### config.mk
export PLATFORM = sky130hd
export DESIGN_NAME = belt_speed_trip_monitor
export DESIGN_NICKNAME = d
export VERILOG_FILES = /design/src/design/belt_pkg.sv /design/src/design/belt_speed_trip_monitor.sv /design/src/design/rate_meter.sv
export SDC_FILE = /design/constraint.sdc
export NUM_CORES = 2
export LEC_CHECK = 0
export BUFFER_PORTS_ARGS = -buffer_cell sky130_fd_sc_hd__buf_2
export CORE_MARGIN = 2
export CORE_UTILIZATION = 41
export DETAILED_ROUTE_END_ITERATION = 12
export HOLD_SLACK_MARGIN = 0.15
export SYNTH_ARGS = -nofsm -noshare
export SYNTH_HDL_FRONTEND = slang
export SYNTH_SLANG_ARGS = --single-unit
### constraint.sdc
create_clock -name sys_clk -period 12.4 [get_ports sys_clk]
set_clock_uncertainty 0.2 [all_clocks]
set_input_delay 1.24 -clock sys_clk [delete_from_list [all_inputs] [get_ports sys_clk]]
set_output_delay 1.24 -clock sys_clk [all_outputs]
set_load 0.01 [all_outputs]
### src/design/belt_pkg.sv
// ----------------------------------------------------------------------------
// belt_pkg: constants, register map and types of the belt speed trip monitor
// ----------------------------------------------------------------------------
// assumes one 25 MHz clock; all slow timing counts in ticks of TICK_MS
package belt_pkg;

   // clock and slow tick
   localparam int CLK_HZ      = 25_000_000;
   localparam int TICK_MS     = 100;
   localparam int TICK_CYC    = CLK_HZ / 1000 * TICK_MS;

   // times in ms and their tick counts
   localparam int HOLD_MS     = 4000;
   localparam int UNDER_MS    = 1500;
   localparam int OVER_A_MS   = 2000;
   localparam int OVER_S_MS   = 20000;
   localparam int MIS_LAMP_MS = 2000;
   localparam int MIS_RLY_MS  = 13000;
   localparam int HOT_MS      = 1500;
   localparam int ACC_MS      = 180000;
   localparam int CAL_MS      = 16000;
   localparam int ACCEL_MS    = 2000;
   localparam int WIN_MS      = 1000;
   localparam int HOLD_TK     = HOLD_MS / TICK_MS;
   localparam int UNDER_TK    = UNDER_MS / TICK_MS;
   localparam int OVER_A_TK   = OVER_A_MS / TICK_MS;
   localparam int OVER_S_TK   = OVER_S_MS / TICK_MS;
   localparam int MIS_LAMP_TK = MIS_LAMP_MS / TICK_MS;
   localparam int MIS_RLY_TK  = MIS_LAMP_TK + MIS_RLY_MS / TICK_MS;
   localparam int HOT_TK      = HOT_MS / TICK_MS;
   localparam int ACC_TK      = ACC_MS / TICK_MS;
   localparam int CAL_TK      = CAL_MS / TICK_MS;
   localparam int ACCEL_TK    = ACCEL_MS / TICK_MS;
   localparam int WIN_TK      = WIN_MS / TICK_MS;

   // register byte offsets
   localparam logic [7:0] OFS_CAL  = 8'h00;
   localparam logic [7:0] OFS_TRIP = 8'h04;
   localparam logic [7:0] OFS_SUP  = 8'h08;
   localparam logic [7:0] OFS_STAT = 8'h0C;
   localparam logic [7:0] OFS_SPD  = 8'h10;
   localparam logic [7:0] OFS_ACC  = 8'h14;

   // reset values
   localparam logic [15:0] CAL_RST = 16'h0064;
   localparam logic [7:0]  APCT_RST = 8'h0F;
   localparam logic [7:0]  SPCT_RST = 8'h14;
   localparam logic [11:0] SUP_RST  = 12'h064;

   // ramp step divisor shift and overshoot margin in steps
   localparam int STEP_SH = 5;
   localparam int OVR_STEPS = 4;

   // front-panel lamps
   typedef struct packed {
      logic probe1;
      logic probe2;
      logic under;
      logic over;
      logic misalign;
      logic hot;
      logic alarm;
      logic stop;
   } lamps_t;

   typedef enum logic [3:0] {
      T_IDLE, T_SHOW, T_UP_OA, T_HOLD_OA, T_UP_OS, T_HOLD_OS, T_UP_OVR,
      T_DN_UA, T_HOLD_UA, T_DN_US, T_HOLD_US, T_DN_UND, T_UP_CAL
   } sweep_t;

endpackage

### src/design/belt_speed_trip_monitor.sv
// ----------------------------------------------------------------------------
// belt_speed_trip_monitor: speed supervision, test sweep and relay control
// ----------------------------------------------------------------------------
// assumes an APB master on sys_clk; probe, key and sensor pins synchronous
//
// Added by the designer: the placing of the registers and register access over APB.
`timescale 1ns/1ps

// Summary of operation
// - test starts showing calibrated speed four seconds
// - ramp to overspeed alarm, hold, lamps only
// - ramp to overspeed stop, hold, add stop lamp
// - overshoot then ramp down, clearing lamps
// - down to underspeed alarm, hold, lamps only
// - down to underspeed stop, hold, stop lamp
// - undershoot then ramp up, clearing lamps
// - sweep ends at calibrated speed, show speed
// - relays act during test, lamps deferred
// - interlock starts startup timer before comparing
// - probe lamp toggles per processed pulse
// - average each probe, display the higher
// - underspeed alarm lamps now, relay after 1.5s
// - underspeed stop after 1.5s, latched till restart
// - startup suppresses underspeed, checks acceleration
// - overspeed alarm relay drops after 2s
// - overspeed stop after 20s, latched
// - misalignment lamps at 2s, relay 13s later
// - hot bearing lamps now, relay 1.5s later
// - accumulated alarm over three minutes stops
// - accumulator counts up and down, floor zero
// - motor restart clears accumulated alarm time
// - calibration averages both probes sixteen seconds
module belt_speed_trip_monitor import belt_pkg::*; #(
   parameter int TICK_CYCLES = TICK_CYC,
   parameter int WIN_TICKS   = WIN_TK,
   parameter int N_HOT       = 4
) (
   // clock and reset
   input  wire logic             sys_clk,
   input  wire logic             reset_n,
   // apb slave
   input  wire logic             psel,
   input  wire logic             penable,
   input  wire logic             pwrite,
   input  wire logic [7:0]       paddr,
   input  wire logic [31:0]      pwdata,
   output logic [31:0]           prdata,
   output logic                  pready,
   output logic                  pslverr,
   // field inputs
   input  wire logic             probe1,
   input  wire logic             probe2,
   input  wire logic [N_HOT-1:0] hot_bearing,
   input  wire logic             motor_run,
   input  wire logic             test_key,
   input  wire logic             cal_key,
   // lamps, relays, display
   output lamps_t                lamps,
   output logic                  alarm_relay,
   output logic                  stop_relay,
   output logic [15:0]           disp_speed
);
   typedef struct packed {
      logic [31:0] div;
      logic        tick;
      logic        run_prev;
      logic        tkey_prev;
      logic        ckey_prev;
      sweep_t      tst;
      logic [7:0]  ttim;
      logic [15:0] tval;
      logic [11:0] sup;
      logic        started;
      logic [7:0]  t_ua;
      logic [7:0]  t_us;
      logic [7:0]  t_oa;
      logic [7:0]  t_os;
      logic [7:0]  t_mis;
      logic [7:0]  t_hot;
      logic [10:0] acc;
      logic        stop_lat;
      lamps_t      lat;
      logic [15:0] cal;
      logic [7:0]  a_pct;
      logic [7:0]  s_pct;
      logic [11:0] sup_tk;
      logic        cal_busy;
      logic [7:0]  cal_tim;
      logic [24:0] cal_sum;
      logic [31:0] rdata;
      lamps_t      lamps;
      logic        alarm_rly;
      logic        stop_rly;
      logic [15:0] disp;
   } st_t;

   st_t q, d;
   logic [1:0]  rs_q;
   logic        rst_n;
   logic [15:0] rate1, rate2;
   logic        plamp1, plamp2;

   // ------------------------------------------------------------------------
   // reset release and probe rate meters
   // ------------------------------------------------------------------------
   // reset deasserts through two flops
   always_ff @(posedge sys_clk or negedge reset_n) begin
      if (!reset_n) rs_q <= 2'b00;
      else          rs_q <= {rs_q[0], 1'b1};
   end
   assign rst_n = rs_q[1];

   rate_meter #(.WIN_TICKS(WIN_TICKS), .W(16)) u_rm1 (
      .clk   (sys_clk),
      .rst_n (rst_n),
      .tick  (q.tick),
      .pulse (probe1),
      .rate  (rate1),
      .lamp  (plamp1)
   );

   rate_meter #(.WIN_TICKS(WIN_TICKS), .W(16)) u_rm2 (
      .clk   (sys_clk),
      .rst_n (rst_n),
      .tick  (q.tick),
      .pulse (probe2),
      .rate  (rate2),
      .lamp  (plamp2)
   );

   // ------------------------------------------------------------------------
   // thresholds and live conditions
   // ------------------------------------------------------------------------
   logic [15:0] spd, da, ds, ua, us, oa, os, step;
   logic [23:0] pa, ps;
   logic        running, armed;
   logic        c_ua, c_us, c_oa, c_os, c_mis, c_hot;

   // trip points from calibrated speed and percentages
   always_comb begin
      spd  = (rate1 > rate2) ? rate1 : rate2;
      pa   = q.cal * q.a_pct;
      ps   = q.cal * q.s_pct;
      da   = 16'(pa / 24'd100);
      ds   = 16'(ps / 24'd100);
      ua   = q.cal - da;
      us   = q.cal - ds;
      oa   = q.cal + da;
      os   = q.cal + ds;
      step = ((q.cal >> STEP_SH) == 16'h0000) ? 16'h0001 : (q.cal >> STEP_SH);
   end

   // speed compares only after startup delay
   always_comb begin
      running = motor_run;
      armed   = running & q.started;
      c_ua    = armed & (spd < ua);
      c_us    = armed & (spd < us);
      c_oa    = armed & (spd > oa);
      c_os    = armed & (spd > os);
      c_mis   = armed & ((({2'b00, rate1} * 18'd3) < ({2'b00, rate2} * 18'd2)) |
                         (({2'b00, rate2} * 18'd3) < ({2'b00, rate1} * 18'd2)));
      c_hot   = |hot_bearing;
   end

   // ------------------------------------------------------------------------
   // next state
   // ------------------------------------------------------------------------
   always_comb begin
      lamps_t real_l, test_l;
      logic   alarm_off, stop_trip, accel_bad, restart;
      logic   wr, rd_setup;
      d         = q;
      real_l    = '0;
      test_l    = '0;
      wr        = psel & penable & pwrite;
      rd_setup  = psel & ~penable;
      restart   = motor_run & ~q.run_prev;

      // slow tick divider
      d.tick = 1'b0;
      if (q.div == 32'(TICK_CYCLES - 1)) begin
         d.div  = '0;
         d.tick = 1'b1;
      end else begin
         d.div = q.div + 32'd1;
      end
      d.run_prev  = motor_run;
      d.tkey_prev = test_key;
      d.ckey_prev = cal_key;

      // startup timer
      if (!running) begin
         d.sup     = '0;
         d.started = 1'b0;
      end else if (q.tick && !q.started) begin
         if (q.sup >= q.sup_tk) d.started = 1'b1;
         else                   d.sup = q.sup + 12'd1;
      end
      accel_bad = running & ~q.started &
                  (q.sup >= 12'(ACCEL_TK)) & (spd == 16'h0000);

      // persistence timers, cleared when condition goes
      if (q.tick) begin
         if (q.t_ua  != 8'hFF) d.t_ua  = q.t_ua + 8'd1;
         if (q.t_us  != 8'hFF) d.t_us  = q.t_us + 8'd1;
         if (q.t_oa  != 8'hFF) d.t_oa  = q.t_oa + 8'd1;
         if (q.t_os  != 8'hFF) d.t_os  = q.t_os + 8'd1;
         if (q.t_mis != 8'hFF) d.t_mis = q.t_mis + 8'd1;
         if (q.t_hot != 8'hFF) d.t_hot = q.t_hot + 8'd1;
      end
      if (!c_ua)  d.t_ua  = '0;
      if (!c_us)  d.t_us  = '0;
      if (!c_oa)  d.t_oa  = '0;
      if (!c_os)  d.t_os  = '0;
      if (!c_mis) d.t_mis = '0;
      if (!c_hot) d.t_hot = '0;

      // live lamp picture
      real_l.probe1   = plamp1;
      real_l.probe2   = plamp2;
      real_l.under    = c_ua;
      real_l.over     = c_oa;
      real_l.misalign = q.t_mis >= 8'(MIS_LAMP_TK);
      real_l.hot      = c_hot;
      real_l.alarm    = real_l.under | real_l.over | real_l.misalign | real_l.hot;
      real_l.stop     = c_us | c_os;

      // alarm relay drop conditions
      alarm_off = (q.t_ua >= 8'(UNDER_TK)) |
                  (q.t_oa >= 8'(OVER_A_TK)) |
                  (q.t_mis >= 8'(MIS_RLY_TK)) |
                  (q.t_hot >= 8'(HOT_TK));

      // accumulated alarm time up and down
      if (q.tick) begin
         if (real_l.alarm) begin
            if (q.acc != 11'h7FF) d.acc = q.acc + 11'd1;
         end else if (q.acc != 11'h000) begin
            d.acc = q.acc - 11'd1;
         end
      end

      // stop trip and latch
      stop_trip = (q.t_us >= 8'(UNDER_TK)) |
                  (q.t_os >= 8'(OVER_S_TK)) |
                  (q.acc > 11'(ACC_TK)) |
                  accel_bad;
      if (stop_trip) begin
         d.stop_lat    = 1'b1;
         d.lat         = q.lat | real_l;
         d.lat.stop    = 1'b1;
         d.lat.probe1  = 1'b0;
         d.lat.probe2  = 1'b0;
         if (accel_bad) d.lat.under = 1'b1;
      end
      if (restart) begin
         d.stop_lat = 1'b0;
         d.lat      = '0;
         d.acc      = '0;
      end

      // relays energised while healthy, act even during test
      d.alarm_rly = ~(alarm_off | q.stop_lat);
      d.stop_rly  = ~q.stop_lat;

      // test sweep sequencer
      if (test_key && !q.tkey_prev && q.tst == T_IDLE) begin
         d.tst  = T_SHOW;
         d.tval = q.cal;
         d.ttim = '0;
      end else if (q.tick) begin
         unique case (q.tst)
            T_IDLE: begin
            end
            T_SHOW, T_HOLD_OA, T_HOLD_OS, T_HOLD_UA, T_HOLD_US: begin
               if (q.ttim == 8'(HOLD_TK - 1)) begin
                  d.ttim = '0;
                  unique case (q.tst)
                     T_SHOW:    d.tst = T_UP_OA;
                     T_HOLD_OA: d.tst = T_UP_OS;
                     T_HOLD_OS: d.tst = T_UP_OVR;
                     T_HOLD_UA: d.tst = T_DN_US;
                     default:   d.tst = T_DN_UND;
                  endcase
               end else begin
                  d.ttim = q.ttim + 8'd1;
               end
            end
            T_UP_OA: begin
               if (q.tval + step >= oa) begin
                  d.tval = oa;
                  d.tst  = T_HOLD_OA;
               end else d.tval = q.tval + step;
            end
            T_UP_OS: begin
               if (q.tval + step >= os) begin
                  d.tval = os;
                  d.tst  = T_HOLD_OS;
               end else d.tval = q.tval + step;
            end
            T_UP_OVR: begin
               d.tval = q.tval + step;
               if (q.tval >= os + 16'(OVR_STEPS) * step) d.tst = T_DN_UA;
            end
            T_DN_UA: begin
               if (q.tval <= ua + step) begin
                  d.tval = ua;
                  d.tst  = T_HOLD_UA;
               end else d.tval = q.tval - step;
            end
            T_DN_US: begin
               if (q.tval <= us + step) begin
                  d.tval = us;
                  d.tst  = T_HOLD_US;
               end else d.tval = q.tval - step;
            end
            T_DN_UND: begin
               if (q.tval <= step || q.tval + 16'(OVR_STEPS) * step <= us)
                  d.tst = T_UP_CAL;
               else d.tval = q.tval - step;
            end
            T_UP_CAL: begin
               if (q.tval + step >= q.cal) begin
                  d.tval = q.cal;
                  d.tst  = T_IDLE;
               end else d.tval = q.tval + step;
            end
         endcase
      end

      // test lamps follow the swept value
      test_l.probe1 = plamp1;
      test_l.probe2 = plamp2;
      test_l.over   = q.tval >= oa;
      test_l.under  = q.tval <= ua;
      test_l.alarm  = test_l.over | test_l.under;
      test_l.stop   = (q.tval >= os) | (q.tval <= us);

      // lamp and display outputs
      if (q.tst != T_IDLE) begin
         d.lamps = test_l;
         d.disp  = q.tval;
      end else begin
         d.lamps = real_l | q.lat;
         d.disp  = spd;
      end

      // calibration run
      if (cal_key && !q.ckey_prev && !q.cal_busy) begin
         d.cal_busy = 1'b1;
         d.cal_tim  = '0;
         d.cal_sum  = '0;
      end else if (q.cal_busy && q.tick) begin
         d.cal_sum = q.cal_sum + 25'(rate1) + 25'(rate2);
         d.cal_tim = q.cal_tim + 8'd1;
         if (q.cal_tim == 8'(CAL_TK - 1)) begin
            d.cal_busy = 1'b0;
            d.cal      = 16'(d.cal_sum / 25'(2 * CAL_TK));
         end
      end

      // apb writes
      if (wr) begin
         unique case (paddr)
            OFS_CAL:  d.cal = pwdata[15:0];
            OFS_TRIP: begin
               d.a_pct = pwdata[7:0];
               d.s_pct = pwdata[15:8];
            end
            OFS_SUP:  d.sup_tk = pwdata[11:0];
            default: begin
            end
         endcase
      end

      // apb read data captured in setup phase
      if (rd_setup) begin
         unique case (paddr)
            OFS_CAL:  d.rdata = {16'h0000, q.cal};
            OFS_TRIP: d.rdata = {16'h0000, q.s_pct, q.a_pct};
            OFS_SUP:  d.rdata = {20'h00000, q.sup_tk};
            OFS_STAT: d.rdata = {16'h0000, 2'b00, q.cal_busy, q.tst != T_IDLE,
                                 q.started, q.stop_lat, q.stop_rly, q.alarm_rly,
                                 q.lamps};
            OFS_SPD:  d.rdata = {q.disp, spd};
            OFS_ACC:  d.rdata = {21'h000000, q.acc};
            default:  d.rdata = 32'h00000000;
         endcase
      end
   end

   // ------------------------------------------------------------------------
   // state register
   // ------------------------------------------------------------------------
   always_ff @(posedge sys_clk or negedge rst_n) begin
      if (!rst_n) begin
         q           <= '0;
         q.tst       <= T_IDLE;
         q.cal       <= CAL_RST;
         q.a_pct     <= APCT_RST;
         q.s_pct     <= SPCT_RST;
         q.sup_tk    <= SUP_RST;
         q.alarm_rly <= 1'b1;
         q.stop_rly  <= 1'b1;
      end else begin
         q <= d;
      end
   end

   // bus handshake and outputs
   assign pready      = 1'b1;
   assign pslverr     = psel & penable &
                        ~((paddr == OFS_CAL) | (paddr == OFS_TRIP) | (paddr == OFS_SUP) |
                          (paddr == OFS_STAT) | (paddr == OFS_SPD) | (paddr == OFS_ACC));
   assign prdata      = q.rdata;
   assign lamps       = q.lamps;
   assign alarm_relay = q.alarm_rly;
   assign stop_relay  = q.stop_rly;
   assign disp_speed  = q.disp;
endmodule

### src/design/rate_meter.sv
// ----------------------------------------------------------------------------
// rate_meter: counts probe pulses per window and averages the counts
// ----------------------------------------------------------------------------
// assumes pulse is synchronous to clk and tick is a one-cycle enable
`timescale 1ns/1ps
module rate_meter import belt_pkg::*; #(
   parameter int WIN_TICKS = WIN_TK,
   parameter int W         = 16
) (
   // clock and reset
   input  wire logic         clk,
   input  wire logic         rst_n,
   // timing and probe
   input  wire logic         tick,
   input  wire logic         pulse,
   // averaged rate and indicator
   output logic [W-1:0]      rate,
   output logic              lamp
);
   typedef struct packed {
      logic         prev;
      logic         lamp;
      logic [W-1:0] cnt;
      logic [7:0]   win;
      logic [W-1:0] avg;
   } rm_t;

   rm_t q, d;

   // edge count, window close, quarter-weight running average
   always_comb begin
      logic              edge_seen;
      logic signed [W:0] df;
      edge_seen = pulse & ~q.prev;
      df        = signed'({1'b0, q.cnt}) - signed'({1'b0, q.avg});
      d         = q;
      d.prev    = pulse;
      if (edge_seen) begin
         d.lamp = ~q.lamp;
         if (~&q.cnt) d.cnt = q.cnt + 1'b1;
      end
      if (tick) begin
         if (q.win == 8'(WIN_TICKS - 1)) begin
            d.win = 8'h00;
            d.cnt = {{(W-1){1'b0}}, edge_seen};
            d.avg = W'($unsigned(signed'({1'b0, q.avg}) + (df >>> 2)));
         end else begin
            d.win = q.win + 8'h01;
         end
      end
   end

   always_ff @(posedge clk or negedge rst_n) begin
      if (!rst_n) q <= '0;
      else        q <= d;
   end

   assign rate = q.avg;
   assign lamp = q.lamp;
endmodule

-- Yosys cells after proc, flatten, opt, wreduce, memory -nomap -nowiden
Index checks and enable logic that the tools add are counted.
- flip-flop bits (word level): 367
- input port bits: 54
- output and inout bits: 60
- logic and storage cells: 345
- add/subtract/negate cells: 32
- multipliers: 4
- div/mod/pow operators: 3
- $lt $le $gt $ge: 29
- equal/unequal tests: 54
- mux-type cells: 74
- bitwise gates (word level): 46
- reduce and logical (&&, ||, !) cells: 47
- operators with widths (cell ; number):
    $mux 16 ; 21
    $pmux 32 s6 ; 1
    $mux 8 ; 17
    $pmux 16 s7 ; 1
    $ge 16x16->1 ; 6
    $add 8x1->8 const B ; 10
    $le 16x16->1 ; 5
    $mux 40 ; 2
    $mux 34 ; 2
    $mux 28 ; 2
    $mux 11 ; 5
    $add 25x16->25 ; 2
    $add 16x11->16 ; 3
    $div 24x7->24 const B ; 2
    $gt 16x16->1 ; 3
    $mul 16x8->24 ; 2
    $mux 48 ; 1
    $ne 8x8->1 const B ; 6
    $mux 44 ; 1
    $lt 18x17->1 ; 2
    $mul 16x2->18 const B ; 2
    $sub 16x16->17 ; 2
    $add 16x1->16 const B ; 2
    $add 16x13->16 ; 2
    63 further kinds ; 187

-- Depth between registers and ports, before layout
- word-level depth: 12
- depth in mapped cells: 117

-- By module
Synthesis repeated with hierarchy kept, for this count alone.
- cells, all modules: 6579
- area total of the unflattened synthesis: 53169.7 sq um
- by module, submodules not included (module ; instances ; cells each ; area an instance (sq um) ; seq. area each (sq um)):
    belt_speed_trip_monitor ; 1 ; 5830 ; 46564.7 ; 7024.2
    rate_meter at u_rm2 ; 1 ; 382 ; 3382.0 ; 1051.0
    rate_meter at u_rm1 ; 1 ; 367 ; 3223.1 ; 1051.0

-- Least setup slack after synthesis
Ideal clock, no wire load.
- path type: register to register
- start: reg q[122] in the netlist's numbering
- end: reg q[155] in the netlist's numbering
- setup time: 0.078 ns
- arrival time: 20.808 ns
- setup slack: -8.686 ns
- cell stages (with the launch flop): 95
- path buffers: 4
- clock period less this slack: 21.086 ns
- cells stage by stage: dfstp_2 clkbuf_1 clkbuf_1 and2_1 fa_1 fa_1 fa_1 inv_1 fa_1 inv_1 ha_1 and3_1 a221oi_4 o221ai_2 or4b_1 nand3_1 buf_4 nand3_2 [59 not listed] a221o_1 nand2_1 and3_1 clkbuf_1 inv_1 fa_1 nor2b_1 o21ai_0 nand2b_1 a21oi_1 o21bai_1 a21oi_1 o21bai_1 a21o_1 a21oi_1 xor2_1 or3_1 a21oi_1
- word-level cells in the longest chain between the ends: 11
- elaborated cells on any way between the ends: 17
- ends and longest elaborated chain (what ; line ; source):
    from (decl) ; belt_speed_trip_monitor.sv:97 ; st_t q, d;
    $mul 16x8->24 ; belt_speed_trip_monitor.sv:142 ; pa = q.cal * q.a_pct;
    $div 24x7->24 ; belt_speed_trip_monitor.sv:144 ; da = 16'(pa / 24'd100);
    $sub 16x16->16 / $add 16x16->16 (equally long branches) ; belt_speed_trip_monitor.sv:146, belt_speed_trip_monitor.sv:148 ;
    $lt 16x16->1 / $gt 16x16->1 (equally long branches) ; belt_speed_trip_monitor.sv:157, belt_speed_trip_monitor.sv:159 ;
    $and 1x1->1 (on tied branches) ; belt_speed_trip_monitor.sv:157, belt_speed_trip_monitor.sv:159 ;
    $or 1x1->1 (*) (3 in series) ; belt_speed_trip_monitor.sv:226 ; real_l.alarm = real_l.under | real_l.over | real_l.misalign | real_l.hot;
    $mux 11 ; belt_speed_trip_monitor.sv:237 ; if (real_l.alarm) begin
    $mux 11 ; belt_speed_trip_monitor.sv:236 ; if (q.tick) begin
    $mux 20 ; belt_speed_trip_monitor.sv:257 ; if (restart) begin
Mark *: on every way between the ends. The rest lies on a longest branch, timed or not. The select of a mux whose other input is x is not followed.
A chain may end at the register's enable or synchronous reset.

-- Final worst setup path
- start: reg q[115] in the netlist's numbering
- end: reg q[154] in the netlist's numbering
- word-level cells in the longest chain between the ends: 11
- elaborated cells on any way between the ends: 17
- ends and longest elaborated chain (what ; line):
    $mul 16x8->24 (*) ; belt_speed_trip_monitor.sv:142
    $div 24x7->24 (*) ; belt_speed_trip_monitor.sv:144
    $sub 16x16->16 / $add 16x16->16 (equally long branches) ; belt_speed_trip_monitor.sv:146, belt_speed_trip_monitor.sv:148
    $lt 16x16->1 / $gt 16x16->1 (equally long branches) ; belt_speed_trip_monitor.sv:157, belt_speed_trip_monitor.sv:159
    $and 1x1->1 (on tied branches) ; belt_speed_trip_monitor.sv:157, belt_speed_trip_monitor.sv:159
    $or 1x1->1 (*) (3 in series) ; belt_speed_trip_monitor.sv:226
    $mux 11 ; belt_speed_trip_monitor.sv:237
    $mux 11 ; belt_speed_trip_monitor.sv:236
    $mux 20 ; belt_speed_trip_monitor.sv:257
Marked as above.

==> impl_metrics.toml <==
[yosys]
synth_seq_cells = 364
synth_edf_count = 0
yosysWarnings = 0
synth_top_area_share_pct = 17.0
synth_area_mm2 = 0.0515
seq_area_frac_synth_pct = 17.7
synth.avg_cell_area_um2 = 8.13
yosysTopAreaCell = "dfrtp_1"
async_reset_ff_share_pct = 100
ys_types = 138
synth_ff_type = "dfrtp_1"
synthCells = 6332
synthTopCellsByArea = "dfrtp_1, ha_1, fa_1"

[global_route]
grt_pass1_vias = 51072
grt_util_all_layers_pct = 27.5
gr-total-overflow = 0
antenna_found_initial = 13
grt_max_degree = 166
grt_pass1_wl_um = 282000

[layout]
postLayoutCellArea_mm2 = 0.0701
post-route-util_pct = 56.0
syn2layout_area_growth_pct = 36.1
final_layout_size_suffix_gt1_share_pct = 31.7
nets = 8510

[clock_tree]
clock-sinks = 364
cts_tree = "yes"
clk_latency_ns = 0.63
htreeDepth = 2
cts_buffers = 44
cts_root_buffer = "clkbuf_16"
clockBufferDepth = 3
clkTransAtPathRegs_ns = 0.06

[drt]
route.detailed.drc = 0
drt-met1-wl_um = 79800
wl_met2_um = 81700
antenna_left = 0
drt-pass1-iter-count = 6
met3_length_um = 12700
finalWirelength_um = 181000
wl_per_cell_um = 19.4
vias = 52057
routed.top_layer = "met5"
detail_route.iter0.violations = 3983
via_per_inst = 5.59

[sta]
layout_setup_ws_ns = -7.78
final-setup-viol-count = 70
period_share_pct = 163
hold_viol = 0
final.min_clock_period_ns = 20.18
max_freq_ghz = 0.0495
rsz0062_at_grt = "true"
maxSlewViolCount = 0
worstMarginPinSlew_ns = 1.35
max-slew-margin-rel_pct = 9.54

[placement]
dp_slack_ns = -8.61
port_buffers = 96
gp_congestion = 0.987
dp_hpwl_um = 141000
placed_area_mm2 = 0.0630

[critical_path]
worstSetupStartpoint = "q[115]"
crit_arrival_ns = 20.48
path_buf_inv = 18
cp_top_family = "compound AO/OA/AOI/OAI gates"
path_class = "reg2reg"
crit_slowest_cell = "dfstp_4"
worst-path-max-fanout = 8
r2r_start = "q[115]"
critical_path.max_stage_delay_ns = 0.69
cp-start-kind = "flip-flop"
cp.required_ns = 12.70
critPathCaptureType = "flip-flop"

[floorplanning]
core_mm2 = 0.125
io_pins = 114
fp.dieH_um = 358
die_width_um = 358
die_area_mm2 = 0.128
rows = 130
initial_utilization_pct = 41.2

[flow_run]
cap_viol_max_count = 0

[worst_hold_path]
hold_class = "reg2reg"
holdCritStartpoint = "rs_q[0]"

[outcome]
status = "finished with violations"
failed_checks = "negative setup slack"
[layout by cell type (no fill, tap or decap), types with 22 or more instances in the layout]
cell type,synthesis,routed
a211oi_1,37,22
a21o_1,111,108
o21ai_1,30,82
o211ai_1,34,34
o21a_1,62,58
inv_1,499,475
nand2_2,2,23
nand4_1,75,75
xnor2_2,1,31
o21ai_2,7,26
nor4_1,45,30
nor2_2,0,42
ha_1,639,595
buf_4,65,1305
dfrtp_1,350,334
mux2_2,39,27
nand2b_1,104,100
xnor2_1,317,278
nor2_1,525,475
buf_6,4,95
clkbuf_16,0,45
nand2_1,517,492
nor2b_1,89,84
inv_2,7,26
buf_2,17,97
nand3_1,168,152
o21bai_1,124,116
and2_1,214,202
xor2_1,145,136
or3_1,28,24
a31oi_1,36,24
a21oi_2,0,112
a21oi_1,454,325
ha_4,0,39
fa_1,200,186
mux2i_1,69,56
and3_1,46,35
o21ai_0,377,295
nor3_1,107,91
[synthesized netlist by cell type (16+ instances only)]
library cell  instances
or2_2                23
nor2_1              525
nor3_1              107
clkbuf_1            189
o31a_1               16
a21oi_1             454
o21bai_1            124
o2111ai_1            19
and4_1               19
nand2_1             517
nor2b_1              89
buf_2                17
o31ai_1              28
a21o_1              111
dfrtp_1             350
or3_1                28
and2_1              214
mux2_2               39
nand4_1              75
and3_1               46
xnor2_1             317
o21ai_0             377
mux2i_1              69
o211a_1              20
inv_1               499
nor4_1               45
buf_4                65
nand2b_1            104
o22ai_1              22
o221ai_1             36
a31oi_1              36
xor2_1              145
a221oi_1             26
fa_1                200
o21a_1               62
a211oi_1             37
nand3_1             168
o21ai_1              30
ha_1                639
o211ai_1             34
a211o_1              18
[path summary, 6_finish.rpt]
path,end,slack [ns],cells after the start
max,q[154],-7.78,105
min,rs_q[1],0.16,0
max reg2reg,q[154],-7.78,105
min reg2reg,rs_q[1],0.16,0
max in group asynchronous,q[240],10.37,1
min in group asynchronous,rs_q[1],0.20,1
[registers in the layout (all words and copies together), names as in the netlist]
signal and count:
u_rm2.q 25, u_rm1.lamp 1, rs_q 2, lamps 8
alarm_relay 1, disp_speed 16, stop_relay 1, prdata 32
u_rm1.q 25, u_rm2.lamp 1, u_rm2.rate 16, u_rm1.rate 16
q 220
[kinds of logic (layout without fill, tap and decap cells)]
family          count (synthesis)  count (layout)  share of synthesized area, %
mux                           125             125                          2.88
fa+ha+maj                     853             853                          23.6
other cells                     1               5                       0.00728
buf+inv                       796            2114                          6.39
flops                         364             364                          17.7
simple gates                 2038            2039                          19.5
compound gates               1689            1689                          22.0
xor+xnor                      466             466                          7.98
[area by class of cell]
class / instances / area (um^2)
Inverter: 507 / 1920
Sequential cell: 364 / 9150
Antenna cell: 3 / 7.51
Timing Repair Buffer: 1526 / 11900
Multi-Input combinational cell: 5174 / 43400
Fill cell: 11205 / 55000
Clock inverter: 28 / 483
Clock buffer: 53 / 1180
Tap cell: 1650 / 2060
[what timing repair did]
item                                    in CTS  in global routing
pin swaps                                  321                181
buffers inserted                           184                 87
endpoints found under the setup margin      71                 74
hold buffers                                 0                  0
cloned                                       2                  1
gates resized for setup                    468                311
[per-layer routing]
layer,up-vias,GRT usage (%)
li1,24952,-
met1,25290,37.6
met2,1450,44.4
met3,359,4.18
met4,6,8.61
met5,-,0
[worst register-to-register path, delay by kind of cell (launching register included)]
family,cells,cell delay [ns]
AOI/OAI and AO/OA,47,8.35
and+or+nand+nor,28,4.52
adders and majority gates,9,3.36
buffers and inverters,18,2.12
DFF,1,0.69
muxes,2,0.61
xor gates and xnor gates,1,0.18
[per-stage QoR]
stage	hold slack (ns)	TNS, ns	instances
finish	0.158	-472.31	9305
global route	0.163	-532.53	9302
CTS	0.159	-465.76	9236
detailed placement	0.146	-511.35	8982
global placement	0.138	-498.72	8982
floorplan	0.131	-421.47	6333
Power is left out: the tool's default activity adds up to more than one toggle a clock period on the data nets, which glitch-free logic cannot reach.
